===== src/pkg/uart_regs_pkg.sv =====
package uart_regs_pkg;

  // Register addresses within one channel
  localparam logic [2:0] ADDR_HOLDING = 3'h0;
  localparam logic [2:0] ADDR_INT_ENABLE = 3'h1;
  localparam logic [2:0] ADDR_STATUS_FIFO = 3'h2;
  localparam logic [2:0] ADDR_LINE_CTRL = 3'h3;
  localparam logic [2:0] ADDR_MODEM_CTRL = 3'h4;
  localparam logic [2:0] ADDR_LINE_STAT = 3'h5;
  localparam logic [2:0] ADDR_MODEM_STAT = 3'h6;
  localparam logic [2:0] ADDR_SCRATCH = 3'h7;

  // Bank selection keys and field positions
  localparam int DIV_ENABLE_BIT = 7;
  localparam int ENHANCED_BIT = 4;
  localparam int FIFO_ENABLE_BIT = 0;
  localparam int RX_FIFO_RESET_BIT = 1;
  localparam int TX_FIFO_RESET_BIT = 2;
  localparam logic [7:0] ENHANCED_KEY = 8'hBF;
  localparam logic [7:0] DIVISOR_ZERO = 8'h00;

  // Fields that only exist while the enhanced bit is set, the fraction width and the FIFO reset pulse bits
  localparam logic [7:0] INT_ENABLE_ENH_MASK = 8'hF0;
  localparam logic [1:0] INT_FLAGS_ENH_MASK = 2'h3;
  localparam logic [7:0] FIFO_CTRL_ENH_MASK = 8'h30;
  localparam logic [7:0] MODEM_CTRL_ENH_MASK = 8'hE0;
  localparam logic [7:0] FRACTION_MASK = 8'h3F;
  localparam logic [7:0] FIFO_PULSE_MASK = 8'h06;

  // Reset value of every stored byte
  localparam logic [7:0] REG_RESET = 8'h00;

  typedef enum logic [4:0] {
    sel_none, sel_rx_tx, sel_int_enable, sel_status_fifo, sel_line_ctrl,
    sel_modem_ctrl, sel_line_stat, sel_modem_stat, sel_scratch,
    sel_div_low, sel_div_high, sel_div_frac, sel_revision, sel_ident,
    sel_enh_func, sel_xon1, sel_xon2, sel_xoff1, sel_xoff2
  } reg_sel_t;

  // Status that the rest of the channel presents for reading
  typedef struct packed {
    logic [7:0] rx_data;
    logic [7:0] line_status;
    logic [7:0] modem_status;
    logic [1:0] int_flags;
    logic [3:0] int_source;
  } chan_status_t;

  // Stored configuration of one channel
  typedef struct packed {
    logic [7:0] int_enable;
    logic [7:0] fifo_control;
    logic [7:0] line_control;
    logic [7:0] modem_control;
    logic [7:0] scratch_pad;
    logic [7:0] divisor_low;
    logic [7:0] divisor_high;
    logic [7:0] divisor_fraction;
    logic [7:0] enhanced_function;
    logic [7:0] xon_char_1;
    logic [7:0] xon_char_2;
    logic [7:0] xoff_char_1;
    logic [7:0] xoff_char_2;
  } chan_regs_t;

  // One-cycle side effects of host accesses
  typedef struct packed {
    logic tx_write;
    logic [7:0] tx_data;
    logic rx_read;
    logic line_status_read;
    logic modem_status_read;
    logic tx_fifo_reset;
    logic rx_fifo_reset;
  } chan_events_t;

endpackage


===== src/channel_bank_decode.sv =====
`timescale 1ns/1ps
`default_nettype none

// Maps address and bank state of one channel to the register reached
module channel_bank_decode
  import uart_regs_pkg::*;
(
  input wire logic [2:0] address,
  input wire logic is_write,
  input wire logic [7:0] line_control,
  input wire logic [7:0] divisor_low,
  input wire logic [7:0] divisor_high,
  input wire logic enhanced_on,
  output reg_sel_t sel
);

  logic enh_bank;
  logic div_bank;
  logic div_zero;

  // Bank qualifiers
  assign enh_bank = (line_control == ENHANCED_KEY);
  assign div_bank = line_control[DIV_ENABLE_BIT] && !enh_bank;
  assign div_zero = (divisor_low == DIVISOR_ZERO) && (divisor_high == DIVISOR_ZERO);

  // Address decode; the enhanced key value also sets the divisor bit,
  // so it is tested first wherever it overrides a location
  always_comb
  begin
    sel = sel_none;
    unique case (address)
      ADDR_HOLDING:
        if (!line_control[DIV_ENABLE_BIT])
          sel = sel_rx_tx;
        else if (div_bank)
          sel = (!is_write && div_zero) ? sel_revision : sel_div_low;
      ADDR_INT_ENABLE:
        if (!line_control[DIV_ENABLE_BIT])
          sel = sel_int_enable;
        else if (div_bank)
          sel = (!is_write && div_zero) ? sel_ident : sel_div_high;
      ADDR_STATUS_FIFO:
        if (enh_bank)
          sel = sel_enh_func;
        else if (div_bank && enhanced_on)
          sel = sel_div_frac;
        else
          sel = sel_status_fifo;
      ADDR_LINE_CTRL:
        sel = sel_line_ctrl;
      ADDR_MODEM_CTRL:
        sel = enh_bank ? sel_xon1 : sel_modem_ctrl;
      ADDR_LINE_STAT:
        sel = enh_bank ? sel_xon2 : sel_line_stat;
      ADDR_MODEM_STAT:
        sel = enh_bank ? sel_xoff1 : sel_modem_stat;
      ADDR_SCRATCH:
        sel = enh_bank ? sel_xoff2 : sel_scratch;
    endcase
  end

endmodule

`default_nettype wire


===== src/uart_channel_register_decode.sv =====
`timescale 1ns/1ps
`default_nettype none

// Functional notes
// - Two channels, each with own registers, picked by its own select.
// - Address 0 with divisor bit clear reads receive data, writes transmit.
// - Divisor bank, not key value: addresses 0 and 1 hold divisor bytes.
// - Fraction at address 2 needs divisor bank and enhanced bit; 7:6 read 0.
// - Divisor zero in divisor bank: address 0 reads a fixed revision.
// - Same condition: address 1 reads a fixed identification code.
// - Interrupt enable at address 1 while divisor bit is clear.
// - Enhanced fields act only with enhanced bit set, else read zero.
// - Address 2 outside key bank and fraction case reads interrupt status, writes FIFO control.
// - FIFO control: triggers, DMA mode, FIFO resets, FIFO enable.
// - Line control at address 3 readable and writable in every bank.
// - Modem control at address 4 with its eight control bits.
// - Line status at address 5 is read-only.
// - Modem status at address 6 shows inputs high, change flags low.
// - Scratch byte at address 7 with no side effect.
// - Key value selects enhanced function register at address 2.
// - Key value maps addresses 4 to 7 to the four flow characters.
module uart_channel_register_decode
  import uart_regs_pkg::*;
#(
  parameter logic [7:0] REVISION = 8'h01, // Arbitrary value
  parameter logic [7:0] IDENT = 8'h5A // Arbitrary value
)
(
  input wire logic clk,
  input wire logic reset_n,
  input wire logic channel_a_select_n,
  input wire logic channel_b_select_n,
  input wire logic [2:0] address,
  input wire logic read_n,
  input wire logic write_n,
  input wire logic [7:0] data_in,
  output logic [7:0] data_out,
  output logic data_oe,
  input wire chan_status_t [1:0] status,
  output chan_regs_t [1:0] config_out,
  output chan_events_t [1:0] events
);

  typedef struct packed {
    chan_regs_t [1:0] regs;
    chan_events_t [1:0] ev;
    logic [7:0] data_out;
    logic data_oe;
    logic write_prev_n;
    logic [1:0] read_prev;
  } state_t;

  state_t st;
  state_t next_st;
  logic [1:0] select;
  logic [1:0] read_now;
  logic [1:0] read_start;
  logic [1:0] write_take;
  reg_sel_t [1:0] sel;
  chan_regs_t [1:0] eff;

  // Clear enhanced fields while the enhanced bit is off; storage keeps
  // the raw value so turning the bit back on restores it
  function automatic chan_regs_t effective(input chan_regs_t r);
    chan_regs_t e;
    e = r;
    e.divisor_fraction = r.divisor_fraction & FRACTION_MASK;
    if (!r.enhanced_function[ENHANCED_BIT])
    begin
      e.int_enable = r.int_enable & ~INT_ENABLE_ENH_MASK;
      e.fifo_control = r.fifo_control & ~FIFO_CTRL_ENH_MASK;
      e.modem_control = r.modem_control & ~MODEM_CTRL_ENH_MASK;
    end
    return e;
  endfunction

  // Read multiplexer for one channel
  function automatic logic [7:0] read_value(
    input reg_sel_t s,
    input chan_regs_t r,
    input chan_status_t x
  );
    logic [1:0] flags;
    logic [7:0] v;
    flags = r.enhanced_function[ENHANCED_BIT] ? x.int_flags : ~INT_FLAGS_ENH_MASK;
    v = REG_RESET;
    unique case (s)
      sel_rx_tx: v = x.rx_data;
      sel_int_enable: v = r.int_enable;
      sel_status_fifo: v = {{2{r.fifo_control[FIFO_ENABLE_BIT]}}, flags,
        x.int_source};
      sel_line_ctrl: v = r.line_control;
      sel_modem_ctrl: v = r.modem_control;
      sel_line_stat: v = x.line_status;
      sel_modem_stat: v = x.modem_status;
      sel_scratch: v = r.scratch_pad;
      sel_div_low: v = r.divisor_low;
      sel_div_high: v = r.divisor_high;
      sel_div_frac: v = r.divisor_fraction;
      sel_revision: v = REVISION;
      sel_ident: v = IDENT;
      sel_enh_func: v = r.enhanced_function;
      sel_xon1: v = r.xon_char_1;
      sel_xon2: v = r.xon_char_2;
      sel_xoff1: v = r.xoff_char_1;
      sel_xoff2: v = r.xoff_char_2;
      sel_none: v = REG_RESET;
    endcase
    return v;
  endfunction

  // Channel strobes; each select sees only its own channel
  assign select = {!channel_b_select_n, !channel_a_select_n};
  assign read_now = select & {2{!read_n}};
  assign read_start = read_now & ~st.read_prev;
  assign write_take = select & {2{!write_n && st.write_prev_n}};

  // One decoder per channel, driven by that channel's own bank state
  for (genvar c = 0; c < 2; c++)
  begin : g_chan
    channel_bank_decode u_decode (
      .address(address),
      .is_write(!write_n),
      .line_control(st.regs[c].line_control),
      .divisor_low(st.regs[c].divisor_low),
      .divisor_high(st.regs[c].divisor_high),
      .enhanced_on(st.regs[c].enhanced_function[ENHANCED_BIT]),
      .sel(sel[c])
    );
    assign eff[c] = effective(st.regs[c]);
  end

  // Next-state logic: writes, read capture and side-effect pulses
  always_comb
  begin
    next_st = st;
    next_st.write_prev_n = write_n;
    next_st.read_prev = read_now;
    next_st.data_oe = |read_now;
    for (int c = 0; c < 2; c++)
    begin
      next_st.ev[c] = '0;
      // Read data is caught once at the start of the strobe so that a pop
      // issued by that read cannot change the byte the host is sampling
      if (read_start[c])
      begin
        next_st.data_out = read_value(sel[c], eff[c], status[c]);
        next_st.ev[c].rx_read = (sel[c] == sel_rx_tx);
        next_st.ev[c].line_status_read = (sel[c] == sel_line_stat);
        next_st.ev[c].modem_status_read = (sel[c] == sel_modem_stat);
      end
      if (write_take[c])
      begin
        unique case (sel[c])
          sel_rx_tx:
          begin
            next_st.ev[c].tx_write = 1'b1;
            next_st.ev[c].tx_data = data_in;
          end
          sel_int_enable: next_st.regs[c].int_enable = data_in;
          sel_status_fifo:
          begin
            // Reset bits are pulses, not stored state
            next_st.regs[c].fifo_control = data_in & ~FIFO_PULSE_MASK;
            next_st.ev[c].tx_fifo_reset = data_in[TX_FIFO_RESET_BIT];
            next_st.ev[c].rx_fifo_reset = data_in[RX_FIFO_RESET_BIT];
          end
          sel_line_ctrl: next_st.regs[c].line_control = data_in;
          sel_modem_ctrl: next_st.regs[c].modem_control = data_in;
          sel_scratch: next_st.regs[c].scratch_pad = data_in;
          sel_div_low: next_st.regs[c].divisor_low = data_in;
          sel_div_high: next_st.regs[c].divisor_high = data_in;
          sel_div_frac:
            next_st.regs[c].divisor_fraction = data_in & FRACTION_MASK;
          sel_enh_func: next_st.regs[c].enhanced_function = data_in;
          sel_xon1: next_st.regs[c].xon_char_1 = data_in;
          sel_xon2: next_st.regs[c].xon_char_2 = data_in;
          sel_xoff1: next_st.regs[c].xoff_char_1 = data_in;
          sel_xoff2: next_st.regs[c].xoff_char_2 = data_in;
          // Status and fixed codes ignore writes
          sel_line_stat, sel_modem_stat, sel_revision, sel_ident, sel_none:
            next_st.regs[c] = st.regs[c];
        endcase
      end
    end
    // Both selects low is a host fault; channel A wins the bus
    if (read_start[0])
      next_st.data_out = read_value(sel[0], eff[0], status[0]);
  end

  // State register
  always_ff @(posedge clk or negedge reset_n)
  begin
    if (!reset_n)
    begin
      for (int c = 0; c < 2; c++)
      begin
        st.regs[c] <= {13{REG_RESET}};
        st.ev[c] <= '0;
      end
      st.data_out <= REG_RESET;
      st.data_oe <= 1'b0;
      st.write_prev_n <= 1'b1;
      st.read_prev <= 2'b00;
    end
    else
      st <= next_st;
  end

  // Outputs
  assign data_out = st.data_out;
  assign data_oe = st.data_oe;
  assign config_out = eff;
  assign events = st.ev;

  // Checks on channel A
  property p_tx_load;
    @(posedge clk) disable iff (!reset_n)
    write_take[0] && sel[0] == sel_rx_tx
      |=> events[0].tx_write && events[0].tx_data == $past(data_in);
  endproperty
  a_tx_load: assert property (p_tx_load)
    else $error("transmit load pulse or data wrong");

  property p_rx_read;
    @(posedge clk) disable iff (!reset_n)
    read_start[0] && sel[0] == sel_rx_tx
      |=> data_out == $past(status[0].rx_data) && events[0].rx_read && data_oe;
  endproperty
  a_rx_read: assert property (p_rx_read)
    else $error("receive byte not returned");

  property p_div_low;
    @(posedge clk) disable iff (!reset_n)
    write_take[0] && address == ADDR_HOLDING && st.regs[0].line_control[DIV_ENABLE_BIT]
      && st.regs[0].line_control != ENHANCED_KEY
      |=> config_out[0].divisor_low == $past(data_in) && !events[0].tx_write;
  endproperty
  a_div_low: assert property (p_div_low)
    else $error("divisor low byte not stored");

  property p_frac_top;
    @(posedge clk) disable iff (!reset_n)
    read_start[0] && sel[0] == sel_div_frac |=> data_out[7:6] == 2'b00;
  endproperty
  a_frac_top: assert property (p_frac_top)
    else $error("fraction top bits not zero");

  property p_revision;
    @(posedge clk) disable iff (!reset_n)
    read_start[0] && !read_start[1] && address == ADDR_HOLDING
      && st.regs[0].line_control[DIV_ENABLE_BIT]
      && st.regs[0].line_control != ENHANCED_KEY
      && st.regs[0].divisor_low == DIVISOR_ZERO && st.regs[0].divisor_high == DIVISOR_ZERO
      |=> data_out == REVISION;
  endproperty
  a_revision: assert property (p_revision)
    else $error("revision code not returned");

  property p_ident;
    @(posedge clk) disable iff (!reset_n)
    read_start[0] && sel[0] == sel_ident ##1 1'b1 |-> data_out == IDENT;
  endproperty
  a_ident: assert property (p_ident)
    else $error("identification code not returned");

  property p_enh_mask;
    @(posedge clk) disable iff (!reset_n)
    !config_out[0].enhanced_function[ENHANCED_BIT]
      |-> config_out[0].int_enable[7:4] == 4'h0 && config_out[0].modem_control[7:5] == 3'h0
      && config_out[0].fifo_control[5:4] == 2'h0;
  endproperty
  a_enh_mask: assert property (p_enh_mask)
    else $error("enhanced field visible while disabled");

  property p_line_ctrl;
    @(posedge clk) disable iff (!reset_n)
    write_take[0] && address == ADDR_LINE_CTRL
      |=> config_out[0].line_control == $past(data_in);
  endproperty
  a_line_ctrl: assert property (p_line_ctrl)
    else $error("line control not written");

  property p_scratch_hold;
    @(posedge clk) disable iff (!reset_n)
    !(write_take[0] && sel[0] == sel_scratch) |=> $stable(config_out[0].scratch_pad);
  endproperty
  a_scratch_hold: assert property (p_scratch_hold)
    else $error("scratch byte changed without a write");

  property p_xoff2;
    @(posedge clk) disable iff (!reset_n)
    write_take[0] && address == ADDR_SCRATCH && st.regs[0].line_control == ENHANCED_KEY
      |=> config_out[0].xoff_char_2 == $past(data_in)
      && $stable(config_out[0].scratch_pad);
  endproperty
  a_xoff2: assert property (p_xoff2)
    else $error("flow character not written in key bank");

  // Checks on stored state, FIFO reset pulses and read paths; the write antecedents use the address
  // and bank bits directly so a wrong decoder entry cannot hide itself; the read ones use sel
  property p_chan_b_hold;
    @(posedge clk) disable iff (!reset_n)
    !write_take[1] |=> $stable(st.regs[1]);
  endproperty
  a_chan_b_hold: assert property (p_chan_b_hold)
    else $error("channel B changed without its own write");

  property p_int_enable;
    @(posedge clk) disable iff (!reset_n)
    write_take[0] && address == ADDR_INT_ENABLE && !st.regs[0].line_control[DIV_ENABLE_BIT]
      |=> st.regs[0].int_enable == $past(data_in);
  endproperty
  a_int_enable: assert property (p_int_enable)
    else $error("interrupt enable not stored");

  property p_fifo_pulse;
    @(posedge clk) disable iff (!reset_n)
    write_take[0] && address == ADDR_STATUS_FIFO && st.regs[0].line_control != ENHANCED_KEY
      && !(st.regs[0].line_control[DIV_ENABLE_BIT]
      && st.regs[0].enhanced_function[ENHANCED_BIT])
      |=> events[0].tx_fifo_reset == $past(data_in[TX_FIFO_RESET_BIT])
      && events[0].rx_fifo_reset == $past(data_in[RX_FIFO_RESET_BIT]);
  endproperty
  a_fifo_pulse: assert property (p_fifo_pulse)
    else $error("FIFO reset pulses wrong");

  property p_status_read;
    @(posedge clk) disable iff (!reset_n)
    read_start[0] && sel[0] == sel_status_fifo
      |=> data_out[3:0] == $past(status[0].int_source)
      && data_out[7] == $past(st.regs[0].fifo_control[FIFO_ENABLE_BIT])
      && data_out[6] == data_out[7];
  endproperty
  a_status_read: assert property (p_status_read)
    else $error("interrupt status byte wrong");

  property p_line_stat_read;
    @(posedge clk) disable iff (!reset_n)
    read_start[0] && sel[0] == sel_line_stat
      |=> data_out == $past(status[0].line_status) && events[0].line_status_read;
  endproperty
  a_line_stat_read: assert property (p_line_stat_read)
    else $error("line status not returned");

  property p_enh_func;
    @(posedge clk) disable iff (!reset_n)
    write_take[0] && address == ADDR_STATUS_FIFO && st.regs[0].line_control == ENHANCED_KEY
      |=> st.regs[0].enhanced_function == $past(data_in);
  endproperty
  a_enh_func: assert property (p_enh_func)
    else $error("enhanced function byte not stored");

endmodule

`default_nettype wire


===== config.mk =====
export PLATFORM = sky130hd
export DESIGN_NAME = uart_channel_register_decode
export DESIGN_NICKNAME = d
export VERILOG_FILES = /design/src/pkg/uart_regs_pkg.sv /design/src/channel_bank_decode.sv /design/src/uart_channel_register_decode.sv
export SDC_FILE = /design/constraint.sdc
export NUM_CORES = 1
export LEC_CHECK = 0
export BUFFER_PORTS_ARGS = -buffer_cell sky130_fd_sc_hd__buf_2
export CAP_MARGIN = 10
export CORE_UTILIZATION = 55
export CTS_CLUSTER_DIAMETER = 60
export DETAILED_ROUTE_END_ITERATION = 10
export PLACE_DENSITY = 0.81
export SLEW_MARGIN = 10
export SYNTH_ARGS = -nofsm -noshare
export SYNTH_HDL_FRONTEND = slang
export SYNTH_SLANG_ARGS = --single-unit

===== constraint.sdc =====
create_clock -name clk -period 2.65 [get_ports clk]
set_input_delay 0.1325 -clock clk [delete_from_list [all_inputs] [get_ports clk]]
set_output_delay 0.1325 -clock clk [all_outputs]
set_load 0.03 [all_outputs]

==> results.py, run 1 <==
metrics = {
    "power": {
        "p_per_area_nw_per_um2": 646,
        "peakVddDrop_v": 0.000513,
        "p_comb_share_pct": 21.9,
        "p_int_w": 0.00691,
        "p_switching_w": 0.00329,
        "switching_share_pct": 32.3,
        "seqPwrFrac_pct": 42.3,
        "clkPwrFrac_pct": 35.8,
        "power_leakage_nw": 8.25,
    },
    "worst_setup_path": {
        "end_kind": "flip-flop",
        "r2r_setup_slack_ns": 0.07,
        "worstRegToRegCells": 7,
        "r2r-start": "config_out[161]",
        "cp.arrival_ns": 3.01,
        "path_class": "flip-flop to flip-flop",
        "path_max_fanout": 6,
        "required_ns": 3.08,
        "reg2reg_to": "data_out[2]",
        "crit_path_start_kind": "flip-flop",
    },
    "floorplan": {
        "die_h_um": 160,
        "core_area_um2": 24400,
        "rows": 57,
        "io_pins": 322,
        "die_area_um2": 25500,
        "initial_core_util_pct": 56.1,
        "die_w_um": 160,
    },
    "clocking": {
        "cts_tree": "yes",
        "cts_setup_buffers": 0,
        "clk_pin_slew_worst_paths_ns": 0.07,
        "cts_max_level": 1,
        "clockBufferDepth": 3,
        "cts.sinks": 240,
        "cts-root-buf": "clkbuf_16",
        "cts_buffers": 26,
        "clkLatencyLatePin_ns": 0.54,
    },
    "synthesis": {
        "yosys.area_share.simple_pct": 10.9,
        "yosys_register_bits": 240,
        "synth_fa_ha_area_share_pct": 0,
        "yosysWarnings": 0,
        "async_flop_share_pct": 100,
        "synth_edf_count": 0,
        "synth_cell_types": 88,
        "syn_area_per_cell_um2": 11.0,
        "synth_cells": 1245,
        "ys_seq_area_share_pct": 43.9,
        "synth_top_flop_cell": "dfrtp_1",
        "synth_top_family_by_area": "multiplexers",
        "synth-compound-area-share_pct": 11.2,
        "synthXorXnorAreaFrac_pct": 0.0640,
        "synthMuxAreaShare_pct": 18.9,
        "synthesis.area_um2": 13700,
    },
    "sta": {
        "slew_headroom_pct": 41.1,
        "finalSetupViolations": 0,
        "hold_viol": 0,
        "min_period_ns": 2.58,
        "finalMaxSlewViolations": 0,
        "rsz0062_at_grt": "false",
        "finalSetupTns_ns": 0,
        "fin_skew_ns": 0.0190,
        "tightestPinTransition_ns": 0.883,
        "max_freq_ghz": 0.388,
        "finalCritPeriodShare_pct": 97.3,
    },
    "place": {
        "hpwl_um": 36000,
        "io_buffers": 313,
        "place_congestion": 0.998,
        "dpl-instance-area_um2": 14800,
    },
    "worst_hold_path": {
        "hold_path.class": "input port to flip-flop",
        "min_to": "data_out[1]",
        "min_from": "status[53]",
        "whs_path_depth": 4,
    },
    "global_route": {
        "grt-busiest-layer": "met2",
        "use_met2_pct": 59.3,
        "grt_use_total_pct": 38.0,
        "use_met3_pct": 6.57,
        "overflow": 0,
        "grt_max_degree": 83,
        "grt_pass1_vias": 11009,
        "gr-usage-met1_pct": 53.5,
        "grt_pass1_wl_um": 71900,
        "antenna_found_initial": 1,
    },
    "drt": {
        "drt-wirelength-per-cell_um": 27.1,
        "ant_nets": 0,
        "wirelength_um": 48500,
        "via_per_inst": 6.19,
        "dr_total_vias": 11063,
        "first_pass_iters": 7,
        "drcViolationCount": 0,
        "drt-initial-drc-count": 1122,
    },
    "status": {
        "status": "finished, final reports clean",
    },
    "cells_and_area": {
        "final_cell_area_um2": 15800,
        "fillers": 1945,
        "drive_gt1_share_pct": 50.1,
        "final_nets": 1524,
        "syn2layout_area_growth_pct": 15.4,
    },
    "job": {
        "max_cap_viol_count": 0,
    },
}
## layer usage
layer  vias to the layer above  part of all wire [%]
met3                       120                   8.1
met5                         -                     0
met2                       679                    46
met1                      5583                    42
met4                         0                   3.4
li1                       4681                     -
## metrics by stage
step / setup slack, ns / cells / total power [W] / hold WS (ns) / util, %
after detailed placement: -0.0647 / 1737 / 0.00654 / 0.169 / 60.7
after floorplan: 0.384 / 1252 / 0.00591 / -0.163 / -
after global placement: -0.0437 / 1737 / 0.00651 / 0.164 / 60.7
final: 0.0726 / 1787 / 0.0102 / 0.0109 / 64.8
after global routing: 0.0195 / 1786 / 0.0105 / 0.0342 / 64.7
after CTS: 0.000325 / 1786 / 0.0102 / 0.00827 / 64.5
## registers in the layout, indices dropped and copies added (netlist names)
name / flops
data_oe: 1
events: 28
config_out: 156
data_out: 8
st: 47
## power groups by stage
stage | Combinational [W] | Clock (W) | Sequential (W)
finish | 0.00224 | 0.00365 | 0.00432
global route | 0.00234 | 0.00382 | 0.00434
CTS | 0.00221 | 0.00367 | 0.00429
detailed placement | 0.00219 | 0 | 0.00436
global placement | 0.00217 | 0 | 0.00434
floorplan | 0.00167 | 0 | 0.00424
## synth_stat cells, types with 6 or more instances
cell type / number / area, um2
dfrtp_1: 239 / 5980
buf_4: 236 / 1770
mux2_2: 174 / 1960
nand2_1: 57 / 214
nor2_1: 51 / 191
o21ai_0: 44 / 220
clkbuf_1: 36 / 135
a21oi_1: 34 / 170
mux2i_1: 24 / 240
nand3_1: 24 / 120
and2_1: 22 / 138
and3_1: 22 / 138
buf_2: 20 / 100
nor3_1: 17 / 85.1
mux2_1: 16 / 180
a22o_1: 14 / 123
a22oi_1: 14 / 105
a221oi_1: 12 / 105
nor4_1: 10 / 62.6
a31oi_1: 9 / 56.3
buf_1: 8 / 30.0
a221o_1: 7 / 70.1
nand4_1: 7 / 43.8
a211oi_1: 6 / 45.0
inv_1: 6 / 22.5
mux2_4: 6 / 90.1
o2bb2ai_1: 6 / 52.6
or3_1: 6 / 37.5
## worst max path at each step
stage / startpoint / endpoint / slack, ns / cells past startpoint
final: config_out[161] / data_out[2] / 0.07 / 7
after global routing: config_out[156] / data_out[2] / 0.02 / 8
after CTS: config_out[86] / data_out[6] / 0.0003 / 8
after floorplan: config_out[87] / config_out[56] / 0.38 / 9
after global placement: config_out[161] / config_out[148] / -0.04 / 7
after detailed placement: address[0] / data_out[6] / -0.06 / 9
## layout make-up
cell class                      count  area (um2)  share of cell area (%)
Clock buffer                       33         728                    4.61
Clock inverter                     10         116                   0.737
Tap cell                          324         405                    2.57
Antenna cell                        1        2.50                  0.0158
Sequential cell                   240        6010                    38.0
Timing Repair Buffer              467        2800                    17.7
Inverter                            8        30.0                   0.190
Multi-Input combinational cell    704        5710                    36.1
## timing repair
item	in CTS	in global routing
setup endpoints to repair	7	23
hold buffers	6	0
gates resized for setup	3	12
endpoints found under the hold margin	81	0
## kinds of logic after synthesis
kind of cell,count (synthesis)
buffers and inverters,308
XOR/XNOR,1
AO/OA/AOI/OAI,205
AND/OR/NAND/NOR,265
multiplexers,225
flip-flops,240
other,1
## critical path: stages (launching register included)
cell	delay (ns)
dfrtp_1	0.39
nor4_2	0.33
nand3b_2	0.25
o211a_1	0.33
o31a_1	0.36
a2111oi_2	0.36
o221ai_1	0.23
and3_1	0.21
## placed cells by master, fill, tap and decap left out, drive strengths merged, types with 5 or more instances in the layout
| cell type | instances |
|---|---|
| a211oi | 7 |
| a21oi | 37 |
| a221o | 7 |
| a221oi | 14 |
| a22o | 14 |
| a22oi | 14 |
| a31oi | 10 |
| a32oi | 5 |
| and2 | 25 |
| and3 | 22 |
| buf | 461 |
| clkbuf | 33 |
| clkinv | 6 |
| conb | 8 |
| dfrtp | 239 |
| dlygate4sd3 | 6 |
| inv | 9 |
| mux2 | 196 |
| mux2i | 24 |
| mux4 | 5 |
| nand2 | 61 |
| nand3 | 25 |
| nand4 | 8 |
| nor2 | 56 |
| nor3 | 17 |
| nor4 | 12 |
| o211ai | 5 |
| o21ai | 48 |
| o2bb2ai | 6 |
| or3 | 6 |
Note: power is estimated with default switching activity, not from simulation.
==> run 2: changes to the inputs <==
--- a/config.mk
+++ b/config.mk
@@ -8,8 +8,10 @@
 export BUFFER_PORTS_ARGS = -buffer_cell sky130_fd_sc_hd__buf_2
 export CAP_MARGIN = 10
-export CORE_UTILIZATION = 55
+export CELL_PAD_IN_SITES_DETAIL_PLACEMENT = 1
+export CELL_PAD_IN_SITES_GLOBAL_PLACEMENT = 2
+export CORE_UTILIZATION = 35
 export CTS_CLUSTER_DIAMETER = 60
 export DETAILED_ROUTE_END_ITERATION = 10
-export PLACE_DENSITY = 0.81
+export PLACE_DENSITY_LB_ADDON = 0.1
 export SLEW_MARGIN = 10
 export SYNTH_ARGS = -nofsm -noshare
==> constraint.sdc (replaced) <==
create_clock -name clk -period 2.65 [get_ports clk]
set_input_delay 0.265 -clock clk [delete_from_list [all_inputs] [get_ports clk]]
set_output_delay 0.265 -clock clk [all_outputs]
set_load 0.03 [all_outputs]
==> results.py, run 2 (same netlist as run 1, synthesis figures left out) <==
metrics = {
    "power": {
        "p_per_area_nw_per_um2": 656,
        "switching_share_pct": 31.9,
        "clkPwrFrac_pct": 38.9,
        "seqPwrFrac_pct": 39.4,
        "power_leakage_nw": 8.60,
        "power_w": 0.0109,
        "p_int_w": 0.00743,
        "peakVddDrop_v": 0.000515,
        "p_switching_w": 0.00349,
        "p_comb_share_pct": 21.7,
    },
    "worst_setup_path": {
        "r2r_setup_slack_ns": 0.09,
        "required_ns": 3.11,
        "path_class": "flip-flop to flip-flop",
        "crit_path_start_kind": "flip-flop",
        "cp.arrival_ns": 3.02,
        "reg2reg_to": "config_out[149]",
        "end_kind": "flip-flop",
        "worstRegToRegCells": 8,
        "r2r-start": "config_out[190]",
        "path_max_fanout": 6,
    },
    "cells_and_area": {
        "final_common_cell": "buf_2",
        "num_antenna_cells": 0,
        "final_cell_mix": "312 x buf_2, 238 x dfrtp_1, 194 x buf_4",
        "drive_gt1_share_pct": 52.2,
        "syn2layout_area_growth_pct": 21.6,
        "final_nets": 1580,
        "largest_register_ffs": 156,
        "fillers": 4289,
    },
    "clocking": {
        "clk_pin_slew_worst_paths_ns": 0.06,
        "cts-root-buf": "clkbuf_16",
        "cts_max_level": 1,
        "cts_buffers": 31,
        "cts_tree": "yes",
        "cts.sinks": 240,
        "clockBufferDepth": 3,
        "clkLatencyLatePin_ns": 0.58,
    },
    "floorplan": {
        "rows": 72,
        "io_pins": 322,
        "die_w_um": 200,
        "die_h_um": 200,
        "die_area_um2": 39900,
        "initial_core_util_pct": 35.4,
        "core_area_um2": 38600,
    },
    "global_route": {
        "antenna_found_initial": 6,
        "overflow": 0,
        "grt_max_degree": 84,
        "grt_use_total_pct": 28.0,
        "grt_pass1_vias": 11309,
        "grt_pass1_wl_um": 79700,
    },
    "drt": {
        "drt-initial-drc-count": 577,
        "drcViolationCount": 0,
        "via_per_inst": 5.29,
        "ant_nets": 0,
        "wirelength_um": 55700,
        "dr_total_vias": 10811,
        "drt-wirelength-per-cell_um": 27.2,
        "first_pass_iters": 5,
    },
    "sta": {
        "max_freq_ghz": 0.391,
        "fin_skew_ns": 0.0113,
        "hold-worst-slack_ns": 0.123,
        "finalCritPeriodShare_pct": 96.6,
        "finalMaxSlewViolations": 0,
        "hold_viol": 0,
        "rsz0062_at_grt": "false",
        "min_period_ns": 2.56,
        "tightestPinTransition_ns": 0.933,
        "finalSetupViolations": 0,
        "slew_headroom_pct": 37.7,
    },
    "status": {
        "status": "finished, final reports clean",
    },
    "place": {
        "io_buffers": 313,
        "place_congestion": 0.942,
        "hpwl_um": 41900,
    },
    "job": {
        "max_cap_viol_count": 0,
    },
    "worst_hold_path": {
        "min_to": "data_out[1]",
        "whs_path_depth": 4,
        "hold_path.class": "input port to flip-flop",
        "min_from": "status[53]",
    },
}
-- run 2: cell types whose count changed in the layout (fill, tap and decap cells not counted), sizes merged --
cell	delta
clkinv	-4
diode	-1
clkbuf	+16
bufinv	-1
clkinvlp	+2
dlygate4sd3	+1
buf	+50
inv	+1
-- run 2: routing by layer --
metal	vias to the layer above	global-route usage [%]	wire [um]
met4	4	6.30	1140
met5	-	0	22
li1	4787	-	-
met2	372	43.7	24800
met3	66	5.26	3590
met1	5582	40.1	26100
-- run 2: repair_timing --
action,in CTS,in global routing
setup buffers,0,1
endpoints found under the setup margin,8,32
resized for setup,3,15
endpoints found under the hold margin,79,0
pin swaps,0,5
hold buffers,7,0
-- run 2: layout make-up --
| class | count | area (um2) | area share [%] |
|---|---|---|---|
| clock buffer | 49 | 963 | 5.79 |
| clock inverter | 8 | 83.8 | 0.504 |
| inverter | 8 | 30.0 | 0.180 |
| multi-input combinational | 704 | 5730 | 34.4 |
| sequential | 240 | 6010 | 36.1 |
| tap | 518 | 648 | 3.89 |
| timing repair buffer | 518 | 3180 | 19.1 |
-- run 2: how the worst max path moves through the flow --
stage,from,end,depth (start not counted)
3_5_place_dp,address[1],data_out[6],10
6_report,config_out[190],config_out[149],8
3_3_place_gp,address[1],data_out[1],8
2_1_floorplan,config_out[87],config_out[56],9
5_1_grt,config_out[86],config_out[61],8
4_1_cts,config_out[58],data_out[0],8
-- run 2: critical path, cell delays in order (launching register included) --
cell and delay, ns:
dfrtp_1 0.38, and4b_1 0.51, nand2_4 0.14, o221a_1 0.32, a31oi_4 0.17, nand2_2 0.09
or3_1 0.32, buf_4 0.19, mux2_4 0.30
-- run 2: per-stage QoR --
step	std cells	TNS, ns	utilization, %	area [um2]	worst slack, ns
2_1_floorplan	1252	0	-	13700	0.384
3_3_place_gp	1980	-0.0700	39.9	15400	-0.0700
3_5_place_dp	1980	-0.269	39.9	15400	-0.0852
4_1_cts	2044	0	42.8	16600	0.00364
5_1_grt	2045	0	43.1	16600	0.0000162
6_report	2045	0	43.1	16600	0.0894
-- run 2: power by group through the flow --
stage          Combinational (W)  Clock, W  Sequential (W)
2_1_floorplan            0.00167         0         0.00424
3_3_place_gp             0.00232         0         0.00435
3_5_place_dp             0.00234         0         0.00436
4_1_cts                  0.00236   0.00434         0.00430
5_1_grt                  0.00252   0.00447         0.00434
6_report                 0.00237   0.00425         0.00431
==> run 3: changes to the inputs <==
- CORE_UTILIZATION: 35 -> 37
- clock period: 2.65 -> 3.1 ns (I/O delays scaled with it)
==> results.py, run 3 (same netlist as run 1, synthesis figures left out) <==
metrics = {
    "status": {
        "status": "finished, final reports clean",
    },
    "worst_setup_path": {
        "reg2reg_to": "data_out[1]",
        "worstRegToRegCells": 8,
        "path_max_fanout": 10,
        "end_kind": "flip-flop",
        "required_ns": 3.54,
        "r2r-start": "config_out[190]",
        "r2r_setup_slack_ns": 0.23,
        "cp.arrival_ns": 3.31,
        "path_class": "flip-flop to flip-flop",
        "path_cells": "nand4b_2, nor2_2, nor4_1, buf_4, nor4_1, buf_4, o2111ai_1, a221o_1",
        "slowest_delay_ns": 0.55,
        "slowest_stage": "nor2_2",
        "crit_path_start_kind": "flip-flop",
    },
    "power": {
        "p_per_area_nw_per_um2": 580,
        "peakVddDrop_v": 0.000448,
        "power_w": 0.00904,
        "power_leakage_nw": 7.99,
    },
    "global_route": {
        "antenna_found_initial": 3,
        "grt_pass1_wl_um": 78100,
        "use_met2_pct": 43.0,
        "use_met3_pct": 3.89,
        "overflow": 0,
        "grt_pass1_vias": 10886,
        "grt-busiest-layer": "met2",
        "grt_max_degree": 86,
        "gr-usage-met1_pct": 42.3,
        "grt_use_total_pct": 28.1,
    },
    "floorplan": {
        "die_h_um": 194,
        "die_area_um2": 37800,
        "initial_core_util_pct": 37.5,
        "rows": 70,
        "core_area_um2": 36500,
        "io_pins": 322,
        "die_w_um": 194,
    },
    "drt": {
        "wirelength_um": 53200,
        "via_per_inst": 5.53,
        "ant_nets": 0,
        "first_pass_iters": 5,
        "drt-wirelength-per-cell_um": 28.3,
        "drcViolationCount": 0,
        "dr_total_vias": 10385,
        "drt-initial-drc-count": 759,
    },
    "sta": {
        "max_freq_ghz": 0.348,
        "min_period_ns": 2.87,
        "slew_headroom_pct": 41.1,
        "rsz0062_at_grt": "false",
        "finalMaxSlewViolations": 0,
        "finalSetupTns_ns": 0,
        "tightestPinTransition_ns": 0.883,
        "finalCritPeriodShare_pct": 92.6,
        "finalSetupViolations": 0,
        "hold_viol": 0,
        "postLayoutSetupSlackWorst_ns": 0.230,
        "fin_skew_ns": 0.0199,
    },
    "place": {
        "hpwl_um": 39300,
        "io_buffers": 313,
        "dp_slack_ns": 0.101,
        "place_congestion": 0.990,
        "dp.cells": 1817,
    },
    "clocking": {
        "cts.sinks": 240,
        "clockBufferDepth": 3,
        "cts_max_level": 1,
        "cts-root-buf": "clkbuf_16",
        "cts_buffers": 30,
        "clkLatencyLatePin_ns": 0.57,
        "cts_tree": "yes",
        "cts_setup_buffers": 0,
        "clk_pin_slew_worst_paths_ns": 0.06,
    },
    "worst_hold_path": {
        "min_from": "channel_b_select_n",
        "whs_path_depth": 2,
        "hold_path.class": "input port to flip-flop",
        "min_to": "st[1]",
    },
    "cells_and_area": {
        "seq_area_um2": 6010,
        "syn2layout_area_growth_pct": 13.8,
        "multi_input_area_um2": 5640,
        "fillers": 4022,
        "final_nets": 1463,
        "final_cell_mix": "312 x buf_2, 239 x dfrtp_1, 174 x mux2_2",
        "largest_register_ffs": 156,
        "final_common_cell": "buf_2",
        "final_cell_count_no_fill": 1879,
        "drive_gt1_share_pct": 47.7,
    },
    "job": {
        "max_cap_viol_count": 0,
    },
}
run 3: repair_timing:
action                                 4_1_cts  5_1_grt
resized for setup                            0        1
setup endpoints to repair                    0        1
endpoints found under the hold margin       84        0
hold buffers                                 5        0
run 3: stage by stage:
| step | utilization (%) | cell area (um2) | hold slack [ns] |
|---|---|---|---|
| 2_1_floorplan | - | 13700 | 0.0144 |
| 3_3_place_gp | 39.7 | 14500 | 0.377 |
| 3_5_place_dp | 39.7 | 14500 | 0.376 |
| 4_1_cts | 42.6 | 15600 | 0.00192 |
| 5_1_grt | 42.6 | 15600 | 0.0191 |
| 6_report | 42.6 | 15600 | 0.0188 |
run 3: how the worst max path moves through the flow:
stage / from / to / slack, ns / cells past startpoint
3_3_place_gp: address[0] / data_out[6] / 0.12 / 10
3_5_place_dp: address[0] / data_out[6] / 0.10 / 10
4_1_cts: config_out[87] / data_out[6] / 0.17 / 7
2_1_floorplan: address[0] / config_out[166] / 0.83 / 8
6_report: config_out[190] / data_out[1] / 0.23 / 8
5_1_grt: config_out[156] / config_out[160] / 0.13 / 7
run 3: area by class of cell:
class | instances | share of cell area (%)
Tap cell | 468 | 3.76
Antenna cell | 1 | 0.0161
Sequential cell | 240 | 38.6
Timing Repair Buffer | 402 | 14.8
Clock inverter | 21 | 1.25
Multi-Input combinational cell | 704 | 36.2
Clock buffer | 35 | 5.21
Inverter | 8 | 0.193
run 3: per-layer routing:
layer	vias up	part of all wire (%)
met2	410	45
met1	5362	48
met5	-	0.034
li1	4559	-
met4	4	1.6
met3	50	5.6
run 3: worst max-delay path, delay by kind of cell, from the launching register on:
kind                   cells  cell delay [ns]
and+or+nand+nor            4             1.50
DFF                        1             0.43
AOI/OAI and AO/OA          2             0.46
buffers and inverters      2             0.36
run 3: where the power goes:
group          switching (W)  total, W  internal, W
registers           0.000315   0.00372      0.00341
clock network        0.00149   0.00355      0.00206
logic                0.00118   0.00177     0.000593
